===== src/cart_regs.svh =====
// Timing counts, field widths and code values for the charge converter readout.
`ifndef CART_REGS_SVH
`define CART_REGS_SVH
// ----------------------------------------------------------------------------
// Slow clock and timing
// ----------------------------------------------------------------------------
`define CART_CLK_PERIOD_NS      20
`define CART_SLOW_DIV           6
`define CART_BOUNDARY_CYCLES    4794
`define CART_MRAZ_SLOW_CYCLES   64
`define CART_READY_SLOW_CYCLES  40
`define CART_SECOND_SLOW_CYCLES 20
`define CART_QUIET_NS           10000
`define CART_QUIET_CYCLES       ((`CART_QUIET_NS + `CART_CLK_PERIOD_NS - 1) / `CART_CLK_PERIOD_NS)
`define CART_IDLE_HIGH_NS       2000
`define CART_IDLE_HIGH_CYCLES   ((`CART_IDLE_HIGH_NS + `CART_CLK_PERIOD_NS - 1) / `CART_CLK_PERIOD_NS)
// ----------------------------------------------------------------------------
// Result format
// ----------------------------------------------------------------------------
`define CART_RESULT_W           20
`define CART_FRAME_BITS         40
`define CART_CODE_FULL          20'hfffff
`define CART_CODE_ZERO          20'h01000
`define CART_CODE_CLIP          20'h00000
`define CART_SHIFT_HALF         4
`endif


===== src/cart_pkg.sv =====
// Types shared by both ends of the charge converter readout link.
package cart_pkg;
  typedef logic [19:0] cart_result_t;
  typedef enum logic [1:0] {CART_GAPLESS, CART_GAPPED} cart_mode_t;
  typedef enum logic [2:0] {CART_C_IDLE, CART_C_WAIT, CART_C_LOW, CART_C_HIGH,
                            CART_C_DONE} cart_ctl_state_t;
endpackage


===== src/cart_link_if.sv =====
// Interface joining the converter end and the readout controller end.
interface cart_link_if;
  logic integration_side_select;
  logic result_ready_n;
  logic transmit_enable_n;
  logic serial_shift_clock;
  logic serial_out;
  logic serial_out_oe;
  logic chain_in;
  modport device (input integration_side_select, input transmit_enable_n,
                  input serial_shift_clock, input chain_in,
                  output result_ready_n, output serial_out, output serial_out_oe);
  modport host (output integration_side_select, output transmit_enable_n,
                output serial_shift_clock, input result_ready_n,
                input serial_out, input serial_out_oe);
endinterface


===== src/cart_slow_div.sv =====
// Divide-by-six slow clock generator with gating and realignment.
module cart_slow_div
  import cart_pkg::*;
(
  // Clock and reset
  input  wire logic core_clk,
  input  wire logic rst,
  // Control
  input  wire logic run,
  input  wire logic realign,
  // Outputs
  output logic      slow_tick,
  output logic      slow_level
);
  `include "cart_regs.svh"
  logic [2:0] cnt_q;

  // Counts master clocks; realign restarts phase so the first edge is fixed.
  always_ff @(posedge core_clk) begin
    if (rst || realign) begin
      cnt_q <= 3'h0;
    end else if (run) begin
      cnt_q <= (cnt_q == 3'(`CART_SLOW_DIV - 1)) ? 3'h0 : cnt_q + 3'h1;
    end
  end

  // One tick per slow period and a square level of 120 ns period at 50 MHz.
  assign slow_tick  = run && (cnt_q == 3'(`CART_SLOW_DIV - 1));
  assign slow_level = (cnt_q >= 3'(`CART_SLOW_DIV / 2));
endmodule // cart_slow_div


===== src/cart_device.sv =====
// Converter end: slow clock, data-ready logic and serial readout chain.
//
// Summary of operation
// RULE1: slow clock is master clock divided by six.
// RULE2: controller toggles side select on master clock.
// RULE3: gapless mode stops slow clock after sequence.
// RULE4: long gapless integrations see equal slow edges.
// RULE5: gapped mode keeps slow clock running always.
// RULE6: controller picks periods in half-slow-period steps.
// RULE7: long periods realign slow clock to toggle.
// RULE8: short periods never realign; ready jitters three.
// RULE9: second gapped ready timed from first ready.
// RULE10: controller polls ready or waits maximum delay.
// RULE11: latest result is readable at ready fall.
// RULE12: transmit enable fall starts shifting with clock.
// RULE13: controller keeps shift clock quiet near toggles; the code holds back only rises, and a fall already due still happens.
// RULE14: results are 20-bit straight binary codes.
// RULE15: zero input maps to offset code, clips low.
// RULE16: chain input passes through serial output.
// RULE17: chain input captured on shift clock rise.
// RULE18: serial output changes after shift clock fall.
// RULE19: ready falls on clock edge, rises on enable.
// RULE20: serial output released while enable high.
// RULE21: controller holds enable high before ready falls.
// RULE22: forty bits per device per readout.
// RULE23: each result shifted most significant bit first.
// RULE24: after own bits, chain bits follow delayed.
module cart_device
  import cart_pkg::*;
(
  // Clock and reset
  input  wire logic   core_clk,
  input  wire logic   rst,
  // Link to controller
  cart_link_if.device link,
  // Converter core results
  input  wire logic   [19:0] result_a,
  input  wire logic   [19:0] result_b,
  input  wire logic          result_in_range_low,
  // Status
  output logic        gapped_mode,
  output logic        slow_running
);
  `include "cart_regs.svh"

  // --------------------------------------------------------------------------
  // Side select tracking and integration length
  // --------------------------------------------------------------------------
  logic        side_q;
  logic        toggle;
  logic [12:0] int_len_q;
  logic        long_q;

  assign toggle = link.integration_side_select != side_q;

  // Measures each integration in master clocks to pick the mode.
  always_ff @(posedge core_clk) begin
    if (rst) begin
      side_q    <= 1'b0;
      int_len_q <= 13'h0;
      long_q    <= 1'b0;
    end else begin
      side_q <= link.integration_side_select;
      if (toggle) begin
        int_len_q <= 13'h0;
        long_q    <= (int_len_q >= 13'(`CART_BOUNDARY_CYCLES - 1));
      end else if (int_len_q != 13'h1fff) begin
        int_len_q <= int_len_q + 13'h1;
      end
    end
  end

  assign gapped_mode = !long_q;

  // --------------------------------------------------------------------------
  // Slow clock with gating
  // --------------------------------------------------------------------------
  logic       slow_tick;
  logic       run_q;
  logic [6:0] seq_q;
  logic       realign;

  // Gapless: restart with fixed phase on each toggle. Gapped: never realign.
  assign realign = toggle && long_q;  // see RULE7 see RULE8

  cart_slow_div u_div (
    .core_clk   (core_clk),
    .rst        (rst),
    .run        (run_q),
    .realign    (realign),
    .slow_tick  (slow_tick),
    .slow_level ()
  );  // see RULE1

  // Runs the slow clock for the sequence, stopping it afterwards in gapless mode.
  always_ff @(posedge core_clk) begin
    if (rst) begin
      run_q <= 1'b1;
      seq_q <= 7'h0;
    end else if (toggle) begin
      run_q <= 1'b1;                                        // see RULE3
      seq_q <= 7'h0;
    end else if (slow_tick && seq_q != 7'(`CART_MRAZ_SLOW_CYCLES)) begin
      seq_q <= seq_q + 7'h1;
    end else if (seq_q == 7'(`CART_MRAZ_SLOW_CYCLES) && long_q) begin
      run_q <= 1'b0;                                        // see RULE3 see RULE4
    end else if (!long_q) begin
      run_q <= 1'b1;                                        // see RULE5
    end
  end

  assign slow_running = run_q;

  // --------------------------------------------------------------------------
  // Data-ready generation
  // --------------------------------------------------------------------------
  logic       ready_n_q;
  logic       second_pend_q;
  logic [5:0] second_cnt_q;
  logic       fire;
  logic       xmit_n_q;
  logic       xmit_fall;

  assign xmit_fall = xmit_n_q && !link.transmit_enable_n;
  assign fire = slow_tick && seq_q == 7'(`CART_READY_SLOW_CYCLES - 1);

  // Ready falls on a clock edge from a slow tick; first transmit enable low lifts it.
  always_ff @(posedge core_clk) begin
    if (rst) begin
      ready_n_q     <= 1'b1;
      second_pend_q <= 1'b0;
      second_cnt_q  <= 6'h0;
      xmit_n_q      <= 1'b1;
    end else begin
      xmit_n_q <= link.transmit_enable_n;
      // Enable fall lifts the flag; a ready set below in the same cycle wins.
      if (xmit_fall) begin
        ready_n_q <= 1'b1;                                 // see RULE19
      end
      if (fire) begin
        ready_n_q     <= 1'b0;                             // see RULE19
        second_pend_q <= !long_q;
        second_cnt_q  <= 6'h0;
      end else if (second_pend_q && slow_tick) begin
        // Second gapped ready is counted in slow ticks from the first.
        if (second_cnt_q == 6'(`CART_SECOND_SLOW_CYCLES - 1)) begin
          ready_n_q     <= 1'b0;                           // see RULE9
          second_pend_q <= 1'b0;
        end else begin
          second_cnt_q <= second_cnt_q + 6'h1;
        end
      end
    end
  end

  assign link.result_ready_n = ready_n_q;

  // --------------------------------------------------------------------------
  // Result latch and code clipping
  // --------------------------------------------------------------------------
  logic [39:0] frame_q;
  logic [19:0] code_a;
  logic [19:0] code_b;

  // Below about minus 0.4 percent the offset code clips to zero.
  assign code_a = result_in_range_low ? `CART_CODE_CLIP : result_a;  // see RULE14 see RULE15
  assign code_b = result_in_range_low ? `CART_CODE_CLIP : result_b;  // see RULE15

  // --------------------------------------------------------------------------
  // Serial shifter on the sampled shift clock
  // --------------------------------------------------------------------------
  logic       sclk_q;
  logic       sclk_rise;
  logic       sclk_fall;
  logic       chain_q;
  logic [5:0] bit_cnt_q;
  logic       dout_q;

  assign sclk_rise = link.serial_shift_clock && !sclk_q;
  assign sclk_fall = !link.serial_shift_clock && sclk_q;

  // Loads both results at the first ready fall of a sequence, side A first, each MSB first.
  always_ff @(posedge core_clk) begin
    if (rst) begin
      sclk_q    <= 1'b0;
      chain_q   <= 1'b1;
      frame_q   <= 40'h0;
      bit_cnt_q <= 6'h0;
      dout_q    <= 1'b0;
    end else begin
      sclk_q <= link.serial_shift_clock;
      if (fire) begin
        frame_q <= {code_a, code_b};                       // see RULE11 see RULE23
      end
      if (xmit_fall) begin
        dout_q    <= frame_q[39];                          // see RULE12 see RULE18
        bit_cnt_q <= 6'h0;
      end else if (!link.transmit_enable_n) begin
        if (sclk_rise) begin
          chain_q <= link.chain_in;                        // see RULE17
        end
        if (sclk_fall) begin
          frame_q <= {frame_q[38:0], chain_q};             // see RULE16 see RULE24
          dout_q  <= frame_q[38];                          // see RULE18
          if (bit_cnt_q != 6'(`CART_FRAME_BITS)) begin
            bit_cnt_q <= bit_cnt_q + 6'h1;                 // see RULE22
          end
        end
      end
    end
  end

  assign link.serial_out    = dout_q;
  assign link.serial_out_oe = !link.transmit_enable_n;     // see RULE20
endmodule // cart_device


===== src/flat_wrapper.sv =====
// flat-port wrapper written by rule: the top's interface ports become plain ports
module cart_device_flat import cart_pkg::*;
  (core_clk, rst, result_a, result_b, result_in_range_low, gapped_mode, slow_running, link_integration_side_select, link_transmit_enable_n, link_serial_shift_clock, link_chain_in, link_result_ready_n, link_serial_out, link_serial_out_oe);
  cart_link_if link_i ();
  input  wire logic core_clk;
  input  wire logic rst;
  input  wire logic   [19:0] result_a;
  input  wire logic   [19:0] result_b;
  input  wire logic result_in_range_low;
  output logic gapped_mode;
  output logic slow_running;
  input wire logic [$bits(link_i.integration_side_select)-1:0] link_integration_side_select;
  input wire logic [$bits(link_i.transmit_enable_n)-1:0] link_transmit_enable_n;
  input wire logic [$bits(link_i.serial_shift_clock)-1:0] link_serial_shift_clock;
  input wire logic [$bits(link_i.chain_in)-1:0] link_chain_in;
  output wire logic [$bits(link_i.result_ready_n)-1:0] link_result_ready_n;
  output wire logic [$bits(link_i.serial_out)-1:0] link_serial_out;
  output wire logic [$bits(link_i.serial_out_oe)-1:0] link_serial_out_oe;
  assign link_i.integration_side_select = link_integration_side_select;
  assign link_i.transmit_enable_n = link_transmit_enable_n;
  assign link_i.serial_shift_clock = link_serial_shift_clock;
  assign link_i.chain_in = link_chain_in;
  assign link_result_ready_n = link_i.result_ready_n;
  assign link_serial_out = link_i.serial_out;
  assign link_serial_out_oe = link_i.serial_out_oe;
  cart_device u_core (.core_clk(core_clk), .rst(rst), .link(link_i), .result_a(result_a), .result_b(result_b), .result_in_range_low(result_in_range_low), .gapped_mode(gapped_mode), .slow_running(slow_running));
endmodule

===== config.mk =====
export PLATFORM = sky130hd
export DESIGN_NAME = cart_device_flat
export DESIGN_NICKNAME = d
export VERILOG_FILES = /design/src/cart_pkg.sv /design/src/cart_link_if.sv /design/src/cart_slow_div.sv /design/src/cart_device.sv /design/src/flat_wrapper.sv
export VERILOG_INCLUDE_DIRS = /design/src
export SDC_FILE = /design/constraint.sdc
export NUM_CORES = 1
export LEC_CHECK = 0
export BUFFER_PORTS_ARGS = -buffer_cell sky130_fd_sc_hd__buf_4
export CAP_MARGIN = 5
export CORE_AREA = 2 2 65 112
export CTS_CLUSTER_DIAMETER = 150
export CTS_CLUSTER_SIZE = 28
export DETAILED_ROUTE_END_ITERATION = 16
export DIE_AREA = 0 0 67 114
export PLACE_DENSITY = 0.77
export SYNTH_ARGS = -nofsm -noshare
export SYNTH_HDL_FRONTEND = slang
export SYNTH_SLANG_ARGS = --single-unit

===== constraint.sdc =====
create_clock -name core_clk -period 2.3 [get_ports core_clk]
set_input_delay 0.115 -clock core_clk [delete_from_list [all_inputs] [get_ports core_clk]]
set_output_delay 0.115 -clock core_clk [all_outputs]
set_load 0.01 [all_outputs]

==> results_dict.tcl, run 1 <==
set metrics [dict create \
    status "finished, final reports clean" \
    synth_cells 435 \
    initial_core_util_pct 54.6 \
    synth-seq-cells 78 \
    reg2reg_slack_ps 400 \
    layout_common_cells "dfxtp_1, nor2_1, buf_4, nand2_1, nand3b_1" \
    worstSetupStartpointType "flop" \
    grt-ovfl-total 0 \
    synth_flop_cell "dfxtp_1" \
    min_period_ps 1900 \
    numPortBuffers 51 \
    drt-vias-per-instance 5.89 \
    synth_top_cell_by_area "dfxtp_1" \
    critical_path_arrival_ps 2130 \
    via_count 3282 \
    ys_seq_area_share_pct 42.0 \
    postLayoutCoreUtil_pct 64.2 \
    drt-total-wl_um 8000 \
    syn_area_per_cell_um2 8.54 \
    async_flop_share_pct 0 \
    drv_slew 0 \
    synth_nets 487 \
    final_area_mm2 0.00437 \
    synth_edf_count 0 \
    finalSetupViolCount 0 \
    die_x_um 67 \
    cts_setup_buffers 0 \
    critPathMaxFanout 46 \
    cts_sinks 78 \
    dp.cells 541 \
    antenna_left 0 \
    syn_area_mm2 0.00371 \
    final_hold_viol_count 0 \
    antenna_found_initial 0 \
    die_h_um 114 \
    cts_root_buf "clkbuf_16" \
    wl_per_cell_um 14.4 \
    fin_crit_sh_pct 82.5 \
    cts_tree "yes" \
    tightestPinTransition_ps 736 \
    clk_path_buf_depth 2 \
    fin_setup_tns_ps 0 \
    cts_made_buffers 9 \
    clk_latency_ps 330 \
    drt_first_pass_iters 4 \
    powerDensity_mw_per_mm2 674 \
    synth_cell_types 51 \
    clock.fmax_mhz 527 \
    power_leakage_nw 1.64 \
    synth_top_area_share_pct 42.0 \
    antenna_cells 0 \
    area_growth_pct 17.7 \
    core_mm2 0.00681 \
    final_common_cell "dfxtp_1" \
    layout.cells.non_filler 557 \
    grt_pass1_vias 3063 \
    ys_top_cells_by_area "dfxtp_1, a311oi_1, nand3b_1" \
    rsz0062_at_grt "false" \
    grt_use_total_pct 22.8 \
    dp_hpwl_um 5310 \
    io_pins 52 \
    hold_slack_ps 11.6 \
    timing.slew.headroom_pct 50.9 \
    n_fill_cell 616 \
    nNetsFinal 521 \
    drc 0 \
    grt_start_max_net_pins 81 \
    drive_above_1_share_pct 15.4 \
    required_ps 2540 \
    grt_pass1_wl_um 13400 \
    rows 40 \
    gp_congestion 0.847 \
    dieArea_mm2 0.00764 \
    clk_pin_slew_ps 60 \
    yosysWarnings 0 \
    maxCapViolCount 0 \
    peakVddDrop_mv 0.400 \
    drt-initial-drc-count 187 \
    dpl-instance-area_mm2 0.00408 \
    finClkSkew_ps 5.35 \
    hp-class "primary input to flop" \
    htreeDepth 3 \
    critPathKind "flop to flop" \
    cp-end-kind "flop" \
]
cell families after synthesis:
kind of cell	count (synthesis)	share of synthesized area [%]
compound gates	81	16.7
simple gates	214	30.3
fa+ha+maj	5	1.68
buf+inv	41	5.32
mux	4	1.11
flops	78	42.0
xor+xnor	12	2.83
routing by layer:
metal	global-route usage (%)	vias to the layer above	routed length [um]
li1	-	1649	-
met1	25.6	1565	3390
met2	39.3	56	4150
met3	5.62	12	299
met4	10.2	0	161
met5	0	-	0
through the flow:
| stage | setup slack, ps | total power [mW] |
|---|---|---|
| after floorplan | 613 | 1.51 |
| after global placement | 502 | 1.60 |
| after detailed placement | 419 | 1.60 |
| after CTS | 407 | 2.97 |
| after global routing | 186 | 3.04 |
| final | 402 | 2.95 |
path summary, 6_finish.rpt:
check                          startpoint             endpoint  cells past startpoint
max reg2reg               u_core.seq_q[0]   u_core.frame_q[39]                      6
min          link_integration_side_select        u_core.side_q                      2
max                       u_core.seq_q[0]   u_core.frame_q[39]                      6
min reg2reg                 u_core.long_q  u_core.slow_running                      1
Yosys cell counts, types with 2 or more instances:
cell type	count
dfxtp_1	78
nor2_1	60
nand2_1	52
nand3b_1	41
a311oi_1	40
clkbuf_1	20
nand3_1	10
a21oi_1	9
and3_1	9
o21ai_0	9
xor2_1	9
buf_2	8
inv_1	8
nand4_1	8
nor3_1	7
a31oi_1	5
ha_1	5
a211oi_1	4
buf_6	4
and4_1	3
mux2i_1	3
nand2b_1	3
nor2b_1	3
xnor2_1	3
a41oi_1	2
and2_1	2
o211ai_1	2
o31ai_1	2
or2_2	2
or3_1	2
or4_1	2
worst max-delay path: stages, from the launching register on:
cell and delay, ps:
dfxtp_1 430, ha_1 250, and3_1 240, and3_1 240, buf_12 240, nand3b_1 100
a311oi_1 280
flip-flops by register name (all words and copies together) (netlist names):
name	flops
u_core.seq_q	7
u_core.slow_running	1
u_core.frame_q	40
u_core.side_q	1
u_core.xmit_n_q	1
u_core.sclk_q	1
u_core.link.result_ready_n	1
u_core.u_div.cnt_q	3
u_core.second_cnt_q	6
u_core.chain_q	1
u_core.int_len_q	13
u_core.second_pend_q	1
u_core.long_q	1
u_core.link.serial_out	1
where the power goes:
group | internal (mW) | leakage [nW] | switching [mW]
logic | 0.0964 | 0.874 | 0.0806
clock network | 0.865 | 0.137 | 0.509
registers | 1.38 | 0.631 | 0.0215
repair_timing:
action | in CTS | in global routing
hold buffers | 1 | 0
gates resized for setup | 0 | 0
endpoints found under the hold margin | 1 | 0
final cells by class:
class	count	area (um2)	share of cell area [%]
Clock buffer	14	254	5.81
Clock inverter	1	30.0	0.687
Inverter	8	30.0	0.687
Multi-Input combinational cell	316	1960	44.7
Sequential cell	78	1560	35.7
Tap cell	84	105	2.40
Timing Repair Buffer	56	435	9.96
Power figures use the tool's default switching activity.
==> inputs of run 2 (changes only) <==
--- a/config.mk
+++ b/config.mk
@@ -8,12 +8,12 @@
 export LEC_CHECK = 0
 export BUFFER_PORTS_ARGS = -buffer_cell sky130_fd_sc_hd__buf_4
 export CAP_MARGIN = 5
-export CORE_AREA = 2 2 65 112
+export CORE_AREA = 2 2 68 118
 export CTS_CLUSTER_DIAMETER = 150
 export CTS_CLUSTER_SIZE = 28
 export DETAILED_ROUTE_END_ITERATION = 16
-export DIE_AREA = 0 0 67 114
-export PLACE_DENSITY = 0.77
+export DIE_AREA = 0 0 70 120
+export PLACE_DENSITY = 0.74
 export SYNTH_ARGS = -nofsm -noshare
 export SYNTH_HDL_FRONTEND = slang
 export SYNTH_SLANG_ARGS = --single-unit
==> constraint.sdc (replaced) <==
create_clock -name core_clk -period 1.7 [get_ports core_clk]
set_input_delay 0.085 -clock core_clk [delete_from_list [all_inputs] [get_ports core_clk]]
set_output_delay 0.085 -clock core_clk [all_outputs]
set_load 0.01 [all_outputs]
==> run 2 against run 1 <==
Net effect: routed wire length grew 19%; critical path depth shrank 1; global-route usage decreased by 0.57 points; clock power grew 50%; sequential power is 35% higher; clock skew rose by 1.8 ps; setup slack got worse by 360 ps; critical path type unchanged; largest cell class unchanged; largest power group is now the clock network.
==> results_dict.tcl, run 2 (same netlist as run 1, synthesis figures left out) <==
set metrics [dict create \
    clock.fmax_mhz 605 \
    tightestPinTransition_ps 493 \
    cts_root_buf "clkbuf_16" \
    antenna_found_initial 0 \
    powerDensity_mw_per_mm2 888 \
    clk_latency_ps 340 \
    grt-ovfl-total 0 \
    via_count 3551 \
    drt_first_pass_iters 4 \
    io_pins 52 \
    cts_sinks 78 \
    antenna_cells 0 \
    wl_per_cell_um 16.3 \
    crit_buf_inv 0 \
    final_hold_viol_count 0 \
    p_switching_mw 0.885 \
    cp_top_family "simple AND/OR/NAND/NOR gates" \
    regMostFlops "u_core.frame_q" \
    grt_use_total_pct 22.2 \
    r2r_end "u_core.int_len_q[6]" \
    drv_slew 0 \
    final_common_cell "dfxtp_1" \
    crit_chain "ha_1 > and4_1 > and4_2 > or4_1 > a21oi_1" \
    fin_crit_sh_pct 97.3 \
    hold_slack_ps 43.6 \
    drive_above_1_share_pct 21.4 \
    p_int_mw 3.34 \
    clk_pin_slew_ps 60 \
    cp-end-kind "flop" \
    drt-total-wl_um 9510 \
    reg2reg_slack_ps 50 \
    combPwrFrac_pct 6.5 \
    antenna_left 0 \
    power_leakage_nw 1.82 \
    gp_congestion 0.861 \
    maxCapViolCount 0 \
    drt-vias-per-instance 6.08 \
    multi_input_area_mm2 0.00203 \
    die_x_um 70 \
    swShare_pct 21.0 \
    register_area_mm2 0.00156 \
    reg2reg_from "u_core.int_len_q[0]" \
    largest_register_ffs 40 \
    finalSetupViolCount 0 \
    timing.slew.headroom_pct 67.0 \
    critPathKind "flop to flop" \
    clk_path_buf_depth 2 \
    layout_common_cells "dfxtp_1, buf_4, nor2_1, nand2_1, nand3b_1" \
    area_growth_pct 27.9 \
    core_mm2 0.00746 \
    peakVddDrop_mv 0.704 \
    initial_core_util_pct 49.8 \
    worstSetupStartpointType "flop" \
    hp-class "primary input to flop" \
    drt-initial-drc-count 158 \
    grt_start_max_net_pins 81 \
    finClkSkew_ps 7.19 \
    hp-start "result_a[9]" \
    largest_registers "u_core.frame_q: 40 flops, u_core.int_len_q: 13 flops, u_core.seq_q: 7 flops" \
    cts_setup_buffers 0 \
    critPathMaxFanout 7 \
    drc 0 \
    nNetsFinal 543 \
    grt_pass1_vias 3409 \
    cts_tree "yes" \
    die_h_um 120 \
    required_ps 1970 \
    rows 42 \
    power_frac_seq_pct 44.7 \
    rsz0062_at_grt "true" \
    critical_path_arrival_ps 1920 \
    r2r_cells 5 \
    power_mw 4.22 \
    dieArea_mm2 0.00840 \
    min_to "u_core.frame_q[29]" \
    max_stage_delay_ps 420 \
    grt_pass1_wl_um 15000 \
    numPortBuffers 51 \
    power_frac_clock_pct 48.8 \
    cts_made_buffers 9 \
    critPathSlowestCell "or4_1" \
    min_period_ps 1650 \
    status "finished, final reports clean" \
    dp_hpwl_um 5790 \
    holdPathStages 3 \
    htreeDepth 3 \
    n_fill_cell 636 \
]
## run 2: changes by cell type in the layout (fill, tap and decap cells not counted), sizes merged
cell,change
bufinv,+1
clkbuf,+2
buf,+16
clkinvlp,+1
dlygate4sd3,+3
## run 2: layout make-up
| class | count | area share [%] |
|---|---|---|
| clock buffers | 13 | 5.27 |
| clock inverters | 3 | 1.42 |
| inverters | 8 | 0.632 |
| multi-input cells | 316 | 42.7 |
| flip-flops and latches | 78 | 32.9 |
| well taps | 88 | 2.32 |
| repair buffers | 78 | 14.8 |
## run 2: metrics by stage
step | area (um2) | worst slack (ps) | setup TNS (ps) | utilization [%] | std cells
5_1_grt | 4750 | -20.1 | -91.0 | 63.7 | 584
3_3_place_gp | 4220 | 95.6 | 0 | 56.6 | 560
3_5_place_dp | 4220 | -22.0 | -22.0 | 56.6 | 560
4_1_cts | 4610 | 22.2 | 0 | 61.8 | 581
6_report | 4750 | 45.8 | 0 | 63.7 | 584
2_1_floorplan | 3710 | 12.7 | 0 | - | 435
## run 2: power by group through the flow
stage / clock, mW / sequential [mW] / combinational, mW
floorplan: 0 / 1.92 / 0.128
global placement: 0 / 1.92 / 0.253
detailed placement: 0 / 1.93 / 0.257
CTS: 2.09 / 1.89 / 0.266
global route: 2.16 / 1.89 / 0.297
finish: 2.06 / 1.89 / 0.273
## run 2: how the worst max path moves through the flow
stage / from / slack [ps] / cells past startpoint / to
2_1_floorplan: u_core.int_len_q[0] / 10 / 6 / u_core.int_len_q[6]
3_3_place_gp: u_core.seq_q[0] / 100 / 6 / u_core.frame_q[19]
3_5_place_dp: u_core.seq_q[1] / -20 / 6 / u_core.frame_q[27]
4_1_cts: u_core.seq_q[1] / 20 / 6 / u_core.frame_q[27]
5_1_grt: u_core.seq_q[1] / -20 / 6 / u_core.frame_q[23]
6_report: u_core.int_len_q[0] / 50 / 5 / u_core.int_len_q[6]
## run 2: timing repair
action,CTS,global route
setup endpoints to repair,2,33
pin swaps,0,7
endpoints found under the hold margin,4,0
hold buffers,4,0
cloned,1,3
resized for setup,3,13
## run 2: metal layers
layer	vias to the layer above	routed length, um	GRT usage [%]
li1	1706	-	-
met1	1717	3740	24.4
met5	-	0	0
met2	101	5110	40.0
met3	27	410	3.61
met4	0	251	11.9
## run 2: worst reg2reg max path, stage by stage, from the launching register on
cell and delay [ps]:
dfxtp_1 310, ha_1 200, and4_1 220, and4_2 290
or4_1 420, a21oi_1 150
